## src/rtl/fsps_pkg.sv

```systemverilog
// Shared constants for the flash self-programming sequencer.
// Assumes a 32-bit AXI4-Lite register bus and an 8-bit flash array port.
package fsps_pkg;
    // ************************************************************
    // Register byte offsets
    // ************************************************************
    localparam logic [7:0] FSPS_OFF_CMD = 8'h00;
    localparam logic [7:0] FSPS_OFF_APH = 8'h04;
    localparam logic [7:0] FSPS_OFF_APL = 8'h08;
    localparam logic [7:0] FSPS_OFF_APHC = 8'h0c;
    localparam logic [7:0] FSPS_OFF_APLC = 8'h10;
    localparam logic [7:0] FSPS_OFF_WBUF = 8'h14;
    localparam logic [7:0] FSPS_OFF_STAT = 8'h18;
    localparam logic [7:0] FSPS_OFF_WATCHDOG_ENABLE_REG = 8'h1c;
    localparam logic [7:0] FSPS_OFF_PROT = 8'h20;
    localparam logic [7:0] FSPS_OFF_MODE = 8'h24;
    localparam logic [7:0] FSPS_OFF_HALT = 8'h28;
    localparam logic [7:0] FSPS_OFF_WDCNT = 8'h2c;
    // ************************************************************
    // Codes and fields
    // ************************************************************
    localparam logic [7:0] FSPS_CMD_ERASE = 8'h03;
    localparam logic [7:0] FSPS_CMD_BLANK = 8'h04;
    localparam logic [7:0] FSPS_CMD_WRITE = 8'h05;
    localparam logic [7:0] FSPS_WDT_KEY = 8'hac;
    localparam logic [7:0] FSPS_PROT_KEY = 8'ha5;
    localparam logic [7:0] FSPS_ERASED = 8'hff;
    localparam logic [7:0] FSPS_ZERO8 = 8'h00;
    localparam int FSPS_BIT_SEQ = 0;
    localparam int FSPS_BIT_VC = 1;
    localparam int FSPS_BIT_WEP = 2;
    localparam logic [1:0] FSPS_RESP_OKAY = 2'b00;
    localparam logic [1:0] FSPS_RESP_SLVERR = 2'b10;
    localparam logic [31:0] FSPS_RDATA_ZERO = 32'h0000_0000;
    typedef enum logic [2:0] {
        FSPS_IDLE, FSPS_RUN, FSPS_WAIT, FSPS_NEXT, FSPS_DONE
    } fsps_state_t;
endpackage

```

## src/rtl/fsps_if.sv

```systemverilog
// Register-side signals passed between the bus slave and the sequencer core.
// Assumes both ends run on the same clock.
interface fsps_if;
    logic wr_stb;
    logic rd_stb;
    logic [7:0] addr;
    logic [7:0] wdata;
    logic [31:0] rdata;
    logic err;
    modport slave (output wr_stb, rd_stb, addr, wdata, input rdata, err);
    modport core (input wr_stb, rd_stb, addr, wdata, output rdata, err);
endinterface

```

## src/rtl/fsps_axil_slave.sv

```systemverilog
// AXI4-Lite slave front end: turns bus transfers into one-cycle strobes.
// Assumes a synchronous core that returns read data combinationally.
module fsps_axil_slave
    import fsps_pkg::*;
(
    input wire logic clk,
    input wire logic rst_n,
    input wire logic clk_en,
    input wire logic [7:0] awaddr,
    input wire logic awvalid,
    output logic awready,
    input wire logic [31:0] wdata,
    input wire logic [3:0] wstrb,
    input wire logic wvalid,
    output logic wready,
    output logic [1:0] bresp,
    output logic bvalid,
    input wire logic bready,
    input wire logic [7:0] araddr,
    input wire logic arvalid,
    output logic arready,
    output logic [31:0] rdata,
    output logic [1:0] rresp,
    output logic rvalid,
    input wire logic rready,
    fsps_if.slave reg_if
);
    logic aw_held_q;
    logic w_held_q;
    logic [7:0] aw_q;
    logic [7:0] w_q;
    logic w_lane_q;
    logic wr_go;
    logic rd_go;

    assign wr_go = aw_held_q && w_held_q && !bvalid;
    assign rd_go = arvalid && arready;
    // Read goes first when both collide on the same cycle
    assign reg_if.wr_stb = clk_en && wr_go && w_lane_q && !rd_go;
    assign reg_if.rd_stb = clk_en && rd_go;
    assign reg_if.addr = rd_go ? araddr : aw_q;
    assign reg_if.wdata = w_q;

    always_ff @(posedge clk or negedge rst_n)
    begin
        if (!rst_n)
        begin
            aw_held_q <= 1'b0;
            w_held_q <= 1'b0;
            aw_q <= FSPS_ZERO8;
            w_q <= FSPS_ZERO8;
            w_lane_q <= 1'b0;
            awready <= 1'b0;
            wready <= 1'b0;
            bvalid <= 1'b0;
            bresp <= FSPS_RESP_OKAY;
        end
        else if (clk_en)
        begin
            awready <= !aw_held_q && !awready;
            wready <= !w_held_q && !wready;
            if (awvalid && awready)
            begin
                aw_held_q <= 1'b1;
                aw_q <= awaddr;
                awready <= 1'b0;
            end
            if (wvalid && wready)
            begin
                w_held_q <= 1'b1;
                w_q <= wdata[7:0];
                w_lane_q <= wstrb[0];
                wready <= 1'b0;
            end
            if (wr_go && !rd_go)
            begin
                aw_held_q <= 1'b0;
                w_held_q <= 1'b0;
                bvalid <= 1'b1;
                bresp <= reg_if.err ? FSPS_RESP_SLVERR : FSPS_RESP_OKAY;
            end
            else if (bvalid && bready)
                bvalid <= 1'b0;
        end
    end

    always_ff @(posedge clk or negedge rst_n)
    begin
        if (!rst_n)
        begin
            arready <= 1'b0;
            rvalid <= 1'b0;
            rdata <= FSPS_RDATA_ZERO;
            rresp <= FSPS_RESP_OKAY;
        end
        else if (clk_en)
        begin
            arready <= !rvalid && !arready;
            if (rd_go)
            begin
                arready <= 1'b0;
                rvalid <= 1'b1;
                rdata <= reg_if.rdata;
                rresp <= reg_if.err ? FSPS_RESP_SLVERR : FSPS_RESP_OKAY;
            end
            else if (rvalid && rready)
                rvalid <= 1'b0;
        end
    end
endmodule

```

## src/rtl/fsps_top.sv

```systemverilog
// Flash self-programming sequencer: registers, mode unlock, erase/blank/write.
// Assumes an 8-bit flash array that answers one access per ack pulse.
// Function
// - Command code 03h selects block erase for the next run.
// - Command code 04h selects block blank check for the next run.
// - Command code 05h selects single byte write for the next run.
// - Byte write programs the write buffer value at the address.
// - Writing ACh to watchdog enable clears and restarts the watchdog.
// - Halt starts the operation; CPU resumes after halt on completion.
// - Bit 1 flags verify/compare error, bit 2 protect error.
// - Status zero after a run means normal, nonzero means abnormal.
// - Mode entry needs A5h then 01h, FEh, 01h; only last write counts.
// - A broken unlock sequence sets bit 0 and leaves mode unchanged; here a write to a register other than MODE aborts it without setting bit 0.
//
// Our own choices: the AXI4-Lite register port and the address map.
module fsps_top
    import fsps_pkg::*;
#(
    parameter int WDT_W = 16,
    parameter int WDT_LIMIT = 50000
)
(
    input wire logic sys_clk,
    input wire logic arst_n,
    input wire logic clk_en,
    input wire logic [7:0] s_axil_awaddr,
    input wire logic s_axil_awvalid,
    output logic s_axil_awready,
    input wire logic [31:0] s_axil_wdata,
    input wire logic [3:0] s_axil_wstrb,
    input wire logic s_axil_wvalid,
    output logic s_axil_wready,
    output logic [1:0] s_axil_bresp,
    output logic s_axil_bvalid,
    input wire logic s_axil_bready,
    input wire logic [7:0] s_axil_araddr,
    input wire logic s_axil_arvalid,
    output logic s_axil_arready,
    output logic [31:0] s_axil_rdata,
    output logic [1:0] s_axil_rresp,
    output logic s_axil_rvalid,
    input wire logic s_axil_rready,
    output logic cpu_halted_q,
    output logic self_prog_mode_q,
    output logic wdt_overflow_q,
    output logic flash_req_q,
    output logic flash_we_q,
    output logic flash_erase_q,
    output logic [15:0] flash_addr_q,
    output logic [7:0] flash_wdata_q,
    input wire logic flash_ack,
    input wire logic [7:0] flash_rdata,
    input wire logic flash_prot_err
);
    // ************************************************************
    // Reset release
    // ************************************************************
    logic rst_meta_q;
    logic rst_n_q;
    always_ff @(posedge sys_clk or negedge arst_n)
    begin
        if (!arst_n)
        begin
            rst_meta_q <= 1'b0;
            rst_n_q <= 1'b0;
        end
        else
        begin
            rst_meta_q <= 1'b1;
            rst_n_q <= rst_meta_q;
        end
    end

    fsps_if reg_if ();

    fsps_axil_slave u_slave (
        .clk(sys_clk),
        .rst_n(rst_n_q),
        .clk_en(clk_en),
        .awaddr(s_axil_awaddr),
        .awvalid(s_axil_awvalid),
        .awready(s_axil_awready),
        .wdata(s_axil_wdata),
        .wstrb(s_axil_wstrb),
        .wvalid(s_axil_wvalid),
        .wready(s_axil_wready),
        .bresp(s_axil_bresp),
        .bvalid(s_axil_bvalid),
        .bready(s_axil_bready),
        .araddr(s_axil_araddr),
        .arvalid(s_axil_arvalid),
        .arready(s_axil_arready),
        .rdata(s_axil_rdata),
        .rresp(s_axil_rresp),
        .rvalid(s_axil_rvalid),
        .rready(s_axil_rready),
        .reg_if(reg_if)
    );

    // ************************************************************
    // Registers
    // ************************************************************
    logic [7:0] cmd_q, aph_q, apl_q, aphc_q, aplc_q, wbuf_q;
    logic [2:0] stat_q;
    logic [7:0] cur_q;
    logic [1:0] unlock_q;
    logic [7:0] unlock_val_q;
    fsps_state_t state_q;
    logic busy;
    logic wr, rd;
    logic [7:0] wa, wd;
    logic vc_set, wep_set, seq_set;
    logic [WDT_W-1:0] wdt_q;

    assign busy = (state_q != FSPS_IDLE);
    assign wr = reg_if.wr_stb;
    assign rd = reg_if.rd_stb;
    assign wa = reg_if.addr;
    assign wd = reg_if.wdata;

    // Operand writes are dropped while a run is active
    always_ff @(posedge sys_clk or negedge rst_n_q)
    begin
        if (!rst_n_q)
        begin
            cmd_q <= FSPS_ZERO8;
            aph_q <= FSPS_ZERO8;
            apl_q <= FSPS_ZERO8;
            aphc_q <= FSPS_ZERO8;
            aplc_q <= FSPS_ZERO8;
            wbuf_q <= FSPS_ZERO8;
        end
        else if (clk_en && wr && !busy)
        begin
            case (wa)
                FSPS_OFF_CMD: cmd_q <= wd;
                FSPS_OFF_APH: aph_q <= wd;
                FSPS_OFF_APL: apl_q <= wd;
                FSPS_OFF_APHC: aphc_q <= wd;
                FSPS_OFF_APLC: aplc_q <= wd;
                FSPS_OFF_WBUF: wbuf_q <= wd;
                default: ;
            endcase
        end
    end

    always_comb
    begin
        reg_if.err = 1'b0;
        case (wa)
            FSPS_OFF_CMD: reg_if.rdata = {24'h000000, cmd_q};
            FSPS_OFF_APH: reg_if.rdata = {24'h000000, aph_q};
            FSPS_OFF_APL: reg_if.rdata = {24'h000000, apl_q};
            FSPS_OFF_APHC: reg_if.rdata = {24'h000000, aphc_q};
            FSPS_OFF_APLC: reg_if.rdata = {24'h000000, aplc_q};
            FSPS_OFF_WBUF: reg_if.rdata = {24'h000000, wbuf_q};
            FSPS_OFF_STAT: reg_if.rdata = {29'h0000000, stat_q};
            FSPS_OFF_MODE: reg_if.rdata = {31'h0000000, self_prog_mode_q};
            FSPS_OFF_HALT: reg_if.rdata = {31'h0000000, cpu_halted_q};
            FSPS_OFF_WDCNT: reg_if.rdata = {{(32-WDT_W){1'b0}}, wdt_q};
            FSPS_OFF_WATCHDOG_ENABLE_REG, FSPS_OFF_PROT: reg_if.rdata = FSPS_RDATA_ZERO;
            default:
            begin
                reg_if.rdata = FSPS_RDATA_ZERO;
                reg_if.err = 1'b1;
            end
        endcase
    end

    // ************************************************************
    // Status flags: a hardware set beats a software clear
    // ************************************************************
    always_ff @(posedge sys_clk or negedge rst_n_q)
    begin
        if (!rst_n_q)
            stat_q <= 3'h0;
        else if (clk_en)
        begin
            if (wr && wa == FSPS_OFF_STAT)
                stat_q <= wd[2:0] | {wep_set, vc_set, seq_set};
            else
            begin
                if (seq_set) stat_q[FSPS_BIT_SEQ] <= 1'b1;
                if (vc_set) stat_q[FSPS_BIT_VC] <= 1'b1;
                if (wep_set) stat_q[FSPS_BIT_WEP] <= 1'b1;
            end
        end
    end

    // ************************************************************
    // Protected mode change
    // ************************************************************
    // Step 0 idle, 1 after key, 2 after value, 3 after inverse
    always_ff @(posedge sys_clk or negedge rst_n_q)
    begin
        if (!rst_n_q)
        begin
            unlock_q <= 2'd0;
            unlock_val_q <= FSPS_ZERO8;
            self_prog_mode_q <= 1'b0;
        end
        else if (clk_en && wr && !busy)
        begin
            if (wa == FSPS_OFF_PROT)
                unlock_q <= (wd == FSPS_PROT_KEY) ? 2'd1 : 2'd0;
            else if (wa == FSPS_OFF_MODE)
            begin
                case (unlock_q)
                    2'd1:
                    begin
                        unlock_val_q <= wd;
                        unlock_q <= 2'd2;
                    end
                    2'd2: unlock_q <= (wd == ~unlock_val_q) ? 2'd3 : 2'd0;
                    2'd3:
                    begin
                        if (wd == unlock_val_q)
                            self_prog_mode_q <= wd[0];
                        unlock_q <= 2'd0;
                    end
                    default: unlock_q <= 2'd0;
                endcase
            end
            else
                unlock_q <= 2'd0;
        end
    end

    always_comb
    begin
        seq_set = 1'b0;
        if (wr && !busy && wa == FSPS_OFF_MODE)
        begin
            case (unlock_q)
                2'd0: seq_set = 1'b1;
                2'd2: seq_set = (wd != ~unlock_val_q);
                2'd3: seq_set = (wd != unlock_val_q);
                default: seq_set = 1'b0;
            endcase
        end
    end

    // ************************************************************
    // Watchdog
    // ************************************************************
    always_ff @(posedge sys_clk or negedge rst_n_q)
    begin
        if (!rst_n_q)
        begin
            wdt_q <= '0;
            wdt_overflow_q <= 1'b0;
        end
        else if (clk_en)
        begin
            if (wr && wa == FSPS_OFF_WATCHDOG_ENABLE_REG && wd == FSPS_WDT_KEY)
            begin
                wdt_q <= '0;
                wdt_overflow_q <= 1'b0;
            end
            else if (wdt_q == WDT_W'(WDT_LIMIT - 1))
                wdt_overflow_q <= 1'b1;
            else
                wdt_q <= wdt_q + 1'b1;
        end
    end

    // ************************************************************
    // Sequencer
    // ************************************************************
    logic legal;
    logic is_erase, is_blank, is_write;
    assign is_erase = (cmd_q == FSPS_CMD_ERASE);
    assign is_blank = (cmd_q == FSPS_CMD_BLANK);
    assign is_write = (cmd_q == FSPS_CMD_WRITE);
    // Bad operands end the run at once as a compare error
    assign legal = (is_write) || ((is_erase || is_blank) && aphc_q == aph_q
        && apl_q == FSPS_ZERO8 && aplc_q == (is_erase ? FSPS_ZERO8 : FSPS_ERASED));
    assign vc_set = (state_q == FSPS_WAIT) && flash_ack && !flash_prot_err
        && is_blank && flash_rdata != FSPS_ERASED
        || (state_q == FSPS_RUN) && !legal;
    assign wep_set = (state_q == FSPS_WAIT) && flash_ack && flash_prot_err;

    always_ff @(posedge sys_clk or negedge rst_n_q)
    begin
        if (!rst_n_q)
        begin
            state_q <= FSPS_IDLE;
            cpu_halted_q <= 1'b0;
            cur_q <= FSPS_ZERO8;
            flash_req_q <= 1'b0;
            flash_we_q <= 1'b0;
            flash_erase_q <= 1'b0;
            flash_addr_q <= 16'h0000;
            flash_wdata_q <= FSPS_ZERO8;
        end
        else if (clk_en)
        begin
            case (state_q)
                FSPS_IDLE:
                    if (wr && wa == FSPS_OFF_HALT && self_prog_mode_q
                        && (is_erase || is_blank || is_write))
                    begin
                        state_q <= FSPS_RUN;
                        cpu_halted_q <= 1'b1;
                        cur_q <= apl_q;
                    end
                FSPS_RUN:
                    if (!legal)
                        state_q <= FSPS_DONE;
                    else
                    begin
                        flash_req_q <= 1'b1;
                        flash_addr_q <= {aph_q, cur_q};
                        flash_we_q <= is_write;
                        flash_erase_q <= is_erase;
                        flash_wdata_q <= wbuf_q;
                        state_q <= FSPS_WAIT;
                    end
                FSPS_WAIT:
                    if (flash_ack)
                    begin
                        flash_req_q <= 1'b0;
                        flash_we_q <= 1'b0;
                        flash_erase_q <= 1'b0;
                        state_q <= FSPS_NEXT;
                    end
                FSPS_NEXT:
                    // Blank check steps byte by byte up to the low compare
                    if (is_blank && cur_q != aplc_q && stat_q == 3'h0)
                    begin
                        cur_q <= cur_q + 1'b1;
                        state_q <= FSPS_RUN;
                    end
                    else
                        state_q <= FSPS_DONE;
                FSPS_DONE:
                begin
                    cpu_halted_q <= 1'b0;
                    state_q <= FSPS_IDLE;
                end
                default: state_q <= FSPS_IDLE;
            endcase
        end
    end
endmodule

```

## config.mk

```make
export PLATFORM = sky130hd
export DESIGN_NAME = fsps_top
export DESIGN_NICKNAME = d
export VERILOG_FILES = /design/src/rtl/fsps_pkg.sv /design/src/rtl/fsps_if.sv /design/src/rtl/fsps_axil_slave.sv /design/src/rtl/fsps_top.sv
export SDC_FILE = /design/constraint.sdc
export NUM_CORES = 1
export LEC_CHECK = 0
export ABC_AREA = 1
export ABC_CLOCK_PERIOD_IN_PS = 4800
export BUFFER_PORTS_ARGS = -buffer_cell sky130_fd_sc_hd__buf_2
export CAP_MARGIN = 20
export CORE_ASPECT_RATIO = 0.75
export CORE_MARGIN = 2
export CORE_UTILIZATION = 40
export CTS_BUF_LIST = sky130_fd_sc_hd__clkbuf_4 sky130_fd_sc_hd__clkbuf_8
export CTS_CLUSTER_SIZE = 30
export DETAILED_ROUTE_END_ITERATION = 8
export GPL_ROUTABILITY_DRIVEN = 0
export PLACE_DENSITY = 0.73
export SYNTH_ARGS = -nofsm -noshare
export SYNTH_HDL_FRONTEND = slang
export SYNTH_SLANG_ARGS = --single-unit
```

## constraint.sdc

```tcl
create_clock -name sys_clk -period 4.8 [get_ports sys_clk]
set_input_delay 0.48 -clock sys_clk [delete_from_list [all_inputs] [get_ports sys_clk]]
set_output_delay 0.48 -clock sys_clk [all_outputs]
set_load 0.01 [all_outputs]
```

# [Word-level counts from Yosys, hierarchy flattened]
# Index checks and enable logic that the tools add are counted.
[classes] addsub=2 n_eq_ne=37 mux=47 bitwise_logic=3 reduce_logical=94
[op_table] op="16-bit case mux with 10 select lines" n=1
[op_table] op="2-bit AND reduction" n=19
[op_table] op="1-bit logical AND" n=35
[op_table] op="8-bit by 5-bit == test with 1-bit output (second input constant)" n=4
[op_table] op="8-bit by 6-bit == test with 1-bit output (second input constant)" n=4
[op_table] op="8-bit == test" n=4
[op_table] op="16-bit two-way mux" n=2
[op_table] op="8-bit two-way mux" n=4
[op_table] op="8-bit by 3-bit == test with 1-bit output (second input constant)" n=3
[op_table] op="8-bit != test" n=3
[op_table] op="1-bit two-way mux" n=23
[op_table] op="2-bit nonzero test" n=11
[op_table] op="16-bit by 1-bit adder with 16-bit output (second input constant)" n=1
[op_table] op="16-bit == test (second input constant)" n=1
[op_table] op="8-bit by 4-bit == test with 1-bit output (second input constant)" n=2
[op_table] op="8-bit == test (second input constant)" n=2
[op_table] op="8-bit logical NOT" n=2
[op_table] op="8-bit case mux with 2 select lines" n=1
[op_table] op="3-bit two-way mux" n=5
[op_table] op="3-bit case mux with 4 select lines" n=1
[op_table] op="4-bit AND reduction" n=3
[op_table] op="12-bit OR reduction" n=1
[op_table] op="1-bit logical NOT" n=11
[op_table] op="2-bit != test (second input constant)" n=5
[op_table] op="21 further kinds" n=35
[totals] regBits=180 output_inout_bits=71 word_cells=220

# [Depth between registers and ports, before layout]
[depth] depth_word=11 mapped_depth=15

# [Modules after synthesis]
# A second synthesis with hierarchy kept.
[hier_totals] cells_unflattened=1175 area_unflattened_um2=9283.9
[by_module_without_submodules] module="fsps_top" instances=1 cells_per_inst=895 area_per_inst_um2=6892.9 seq_area_each_um2=3002.9
[by_module_without_submodules] module="fsps_axil_slave" instances=1 cells_per_inst=280 area_per_inst_um2=2391.0 seq_area_each_um2=1451.4

# [Worst setup path before layout]
# No wires, ideal clock.
[synth_timing] kind="input to register" from="input s_axil_arvalid" to="register unlock_val_q[6]" arrival_time_ps=1762 t_required_ps=4677 path_slack_ps=2915 stages=12 path_cell_list="nand2_2 -> buf_6 -> nand2_1 -> o21ai_4 -> nand2_1 -> nor2_4 -> nand2_2 -> nor2_2 -> nand2_2 -> buf_6 -> nand2_1 -> o21ai_2"
[synth_between] elab_chain_len=6
[synth_lines] item="start, declared" line="fsps_top.sv:37" rtl="input wire logic s_axil_arvalid,"
[synth_lines] item="1-bit logical AND (*)" line="fsps_axil_slave.sv:37" rtl="assign rd_go = arvalid && arready;"
[synth_lines] item="branches (longest 4 deep; another with 8-bit two-way mux)"
[synth_lines] item="4-bit AND reduction (no source line) (*)"
[synth_lines] item="end signal, assigned" line="fsps_top.sv:211" rtl="unlock_val_q <= wd;"
[synth_lines] item="end, declared" line="fsps_top.sv:107" rtl="logic [7:0] unlock_val_q;"
# Every way passes the cells marked *.
# A chain may end at the register's enable or synchronous reset.

# [Final worst setup path]
[layout_timing] from="register cmd_q[5]" to="register flash_addr_q[11]"
[layout_between] elab_chain_len=7
[layout_lines] item="start, declared" line="fsps_top.sv:103" rtl="logic [7:0] cmd_q, aph_q, apl_q, aphc_q, aplc_q, wbuf_q;"
[layout_lines] item="start signal, assigned" line="fsps_top.sv:136" rtl="FSPS_OFF_CMD: cmd_q <= wd;"
[layout_lines] item="branches (longest 5 deep; another with 8-bit by 2-bit == test with 1-bit output)"
[layout_lines] item="1-bit logical OR (*)" line="fsps_top.sv:276" rtl="assign legal = (is_write) || ((is_erase || is_blank) && aphc_q == aph_q"
[layout_lines] item="3-bit AND reduction (no source line) (*)"
[layout_lines] item="end signal, assigned" line="fsps_top.sv:313" rtl="flash_addr_q <= {aph_q, cur_q};"
[layout_lines] item="end, declared" line="fsps_top.sv:49" rtl="output logic [15:0] flash_addr_q,"
# Marks and branches as above.

==> results.md <==
* Global-route wire length before repair at 36,700 um
* Worst slew margin relative to its limit at 0.416
* Multi-input gate area at 0.00390 sq mm
* Post-route ant nets at 0
* Fraction of the cycle the final worst path needs at 0.610
* Int Power at 2.32 mW
* Remaining Overflow, GRT at 0
* Worst hold slack at 0.200 ns
* H-tree Lvls at 4
* Iter 0 DRT Violations at 614
* Worst clock skew at 0.0179 ns
* Post-detailed-route wirelength per cell at 15.0 um
* Via Count at 7,511
* Post-synthesis share of cell area spent on xor and xnor gates at 0.0318
* Core Area at 0.0211 sq mm
* Skew-Pair Late Insertion Delay at 0.47 ns
* Mean instance size in the synthesized netlist at 7.76 sq um
* Die Ht at 131 um
* Switching portion of total power at 0.416
* Sequential cell area at 0.00406 sq mm
* Post-detailed-placement half-perimeter wirelength at 16,200 um
* Worst-path clk slew at 0.09 ns
* Arrival time reported for the critical path endpoint at 3.33 ns
* Maximum VDD drop at 0.000259 V
* Final count of pins violating max slew at 0
* Element type at the critical path end: flop
* Leakage power at 4.80 nW
* CTS tree: built
* Switching power at 1.65 mW
* Antenna diode count at 0
* Residual DRC at 0
* CTS buffer count at 17
* Number of distinct library cell variants in the gate-level netlist after synthesis at 37
* Adder-cell share of the synthesized area at 0.00732
* Worst Path Class, Setup: reg2reg
* Sequential area share after synthesis at 0.475
* Fraction of synthesized area in multiplexers at 0
* Gate Count Post-Synth at 1,100
* Largest net degree at the start of global routing at 161
* Power density over the cells at 417 mW/mm^2
* Fraction of synthesized cell area taken by the top area cell type at 0.475
* Number of buffers inserted by post-CTS setup repair at 0
* Max capacitance violation total at 0
* Max Fclk at 0.342 GHz
* Critical Path RT at 5.20 ns
* All-Layer GR Usage at 0.208
* Power consumption at 3.98 mW
* Relative contribution of combinational cells to total power at 0.309
* Proportion of layout cells with a drive suffix above 1 at 0.155
* Relative contribution of sequential cells to total power at 0.443
* Total Neg Setup Slack at 0 ns
* Fraction of the mapped netlist area in compound gates at 0.0905
* Hold Vio Cnt, Final at 0
* Pre-CTS setup slack at 1.91 ns
* Largest area contributor in the synthesized netlist: sky130_fd_sc_hd__dfrtp_1
* Post-layout minimum cycle time at 2.93 ns
* Main area contributors after synthesis: sky130_fd_sc_hd__dfrtp_1, sky130_fd_sc_hd__nand2_1, sky130_fd_sc_hd__nand3_1, sky130_fd_sc_hd__o21ai_0, sky130_fd_sc_hd__inv_1
* RSZ-0062 raised after global routing: no
* CP Launch Type: flop
* Slew at the pin with the worst max-slew slack at 0.876 ns
* Total wirelength of the detailed-routed design at 22,300 um
* Initial Util at 0.405
* Simple-gate area share of the yosys netlist at 0.318
* Number of antenna violations at the first check in global routing at 0
* Count of buffers inserted at the top-level ports at 95
* Placed Cells incl. Taps at 1,452
* Via count of the first global-routing pass at 6,926
* Setup-violating endpoint count in the final report at 0
* Final-layout fill cell count at 2,130
* Main combinational cell family by area after synthesis: simple AND/OR/NAND/NOR gates
* Die extent in x at 173 um
* Clock share of power at 0.248
* Max Buffers Root-to-Sink at 2
* Final instance count without filler cells at 1,485
* Min setup slack post-route at 1.87 ns
* Die footprint at 0.0225 sq mm
* Area Growth Syn to Fin at 11.8%
* Path type of the worst min-delay path: in2reg
* TritonCTS Sinks at 162
* CTS Root Buffer Type: sky130_fd_sc_hd__clkbuf_8
* # nets final at 1,259
* Via count normalized by instance count at 5.06
* Boundary Pins at 141
* Crit path max fanout at 36
* Warnings from Yosys at 0
* Core Rows at 46
* Flip-flop and latch count after synthesis at 162
* Detailed Routing Iterations Pass 1 at 6
* Largest registers: flash_addr_q (16), u_slave.rdata (16), wdt_q (16)
* Cell area after synthesis at 0.00854 sq mm
* Status: finished, final reports clean
-- cell families (layout without fill, tap and decap cells) --
logic type	after synthesis	count (layout)
other cells	2	19
buf+inv	139	219
fa+ha+maj	5	5
compound gates	139	139
flops	162	162
simple gates	622	622
xor+xnor	31	31
-- repair_timing --
| action | CTS | global route |
|---|---|---|
| gates resized for setup | 0 | 0 |
| hold buffers | 1 | 0 |
| endpoints found under the hold margin | 2 | 0 |
-- cells in the final DEF, fill, tap and decap left out, drive strengths merged, types with 14 or more instances in the layout --
cell,instances
buf,98
clkbuf,17
conb,19
dfrtp,162
inv,92
nand2,392
nand3,87
nand4,24
nor2,85
nor3,21
o21ai,122
xnor2,14
xor2,17
-- critical path, cell delays in order, from the launching register on --
cell,delay [ns]
sky130_fd_sc_hd__dfrtp_1,0.41
sky130_fd_sc_hd__nor2_1,0.12
sky130_fd_sc_hd__nand2_1,0.08
sky130_fd_sc_hd__nor2_1,0.45
sky130_fd_sc_hd__nand2_1,0.10
sky130_fd_sc_hd__nand2_1,0.08
sky130_fd_sc_hd__nand3_1,0.09
sky130_fd_sc_hd__nand2_1,0.11
sky130_fd_sc_hd__nand3_2,0.62
sky130_fd_sc_hd__inv_2,0.59
sky130_fd_sc_hd__nand2_1,0.11
sky130_fd_sc_hd__nand2_1,0.08
-- layer usage --
metal | track usage | share of wire | up-vias
li1 | - | - | 3686
met1 | 0.302 | 0.48 | 3517
met2 | 0.311 | 0.42 | 278
met3 | 0.0454 | 0.083 | 30
met4 | 0.0688 | 0.019 | 0
met5 | 0 | 0 | -
-- area by class of cell --
class / count / share of cell area
flip-flops and latches: 162 / 0.425
multi-input cells: 816 / 0.408
repair buffers: 99 / 0.0545
well taps: 288 / 0.0377
inverters: 88 / 0.0349
clock buffers: 17 / 0.0245
clock inverters: 15 / 0.0152
-- power by group through the flow --
stage               sequential (mW)  combinational (mW)  clock (mW)
finish                         1.76                1.23       0.985
global route                   1.79                1.37        1.07
CTS                            1.76                1.22        1.01
detailed placement             1.78                1.21           0
global placement               1.78                1.18           0
floorplan                      1.76               0.897           0
-- synthesized netlist by cell type (all sizes together) --
| master | count |
|---|---|
| nor2 | 85 |
| nand3b | 8 |
| clkbuf | 13 |
| nor3 | 21 |
| nor4 | 1 |
| nor3b | 1 |
| nand3 | 87 |
| nand4 | 24 |
| nand2 | 392 |
| a31oi | 1 |
| clkinv | 3 |
| buf | 38 |
| ha | 5 |
| a21oi | 9 |
| or2 | 3 |
| xor2 | 17 |
| dfrtp | 162 |
| xnor2 | 14 |
| inv | 85 |
| o211a | 1 |
| o21ai | 122 |
| o31ai | 6 |
| conb | 2 |
-- per-stage QoR --
stage	util	cell area (sq um)
2_1_floorplan	-	8610
3_3_place_gp	0.435	9160
3_5_place_dp	0.435	9160
4_1_cts	0.453	9550
5_1_grt	0.453	9550
6_report	0.453	9550
-- worst paths after layout --
kind,endpoint,from,slack (ns),cells past startpoint
setup / recovery,flash_addr_q[11]$_DFFE_PN0P_,cmd_q[5]$_DFFE_PN0P_,1.87,11
hold / removal,u_slave.aw_q[1]$_DFFE_PN0P_,s_axil_awaddr[1],0.20,3
setup reg to reg,flash_addr_q[11]$_DFFE_PN0P_,cmd_q[5]$_DFFE_PN0P_,1.87,11
hold reg to reg,rst_n_q$_DFF_PN0_,rst_meta_q$_DFF_PN0_,0.36,0
max in group asynchronous,wdt_q[6]$_DFFE_PN0P_,rst_n_q$_DFF_PN0_,3.67,1
min in group asynchronous,rst_n_q$_DFF_PN0_,arst_n,0.32,2
Power figures use the tool's default switching activity.
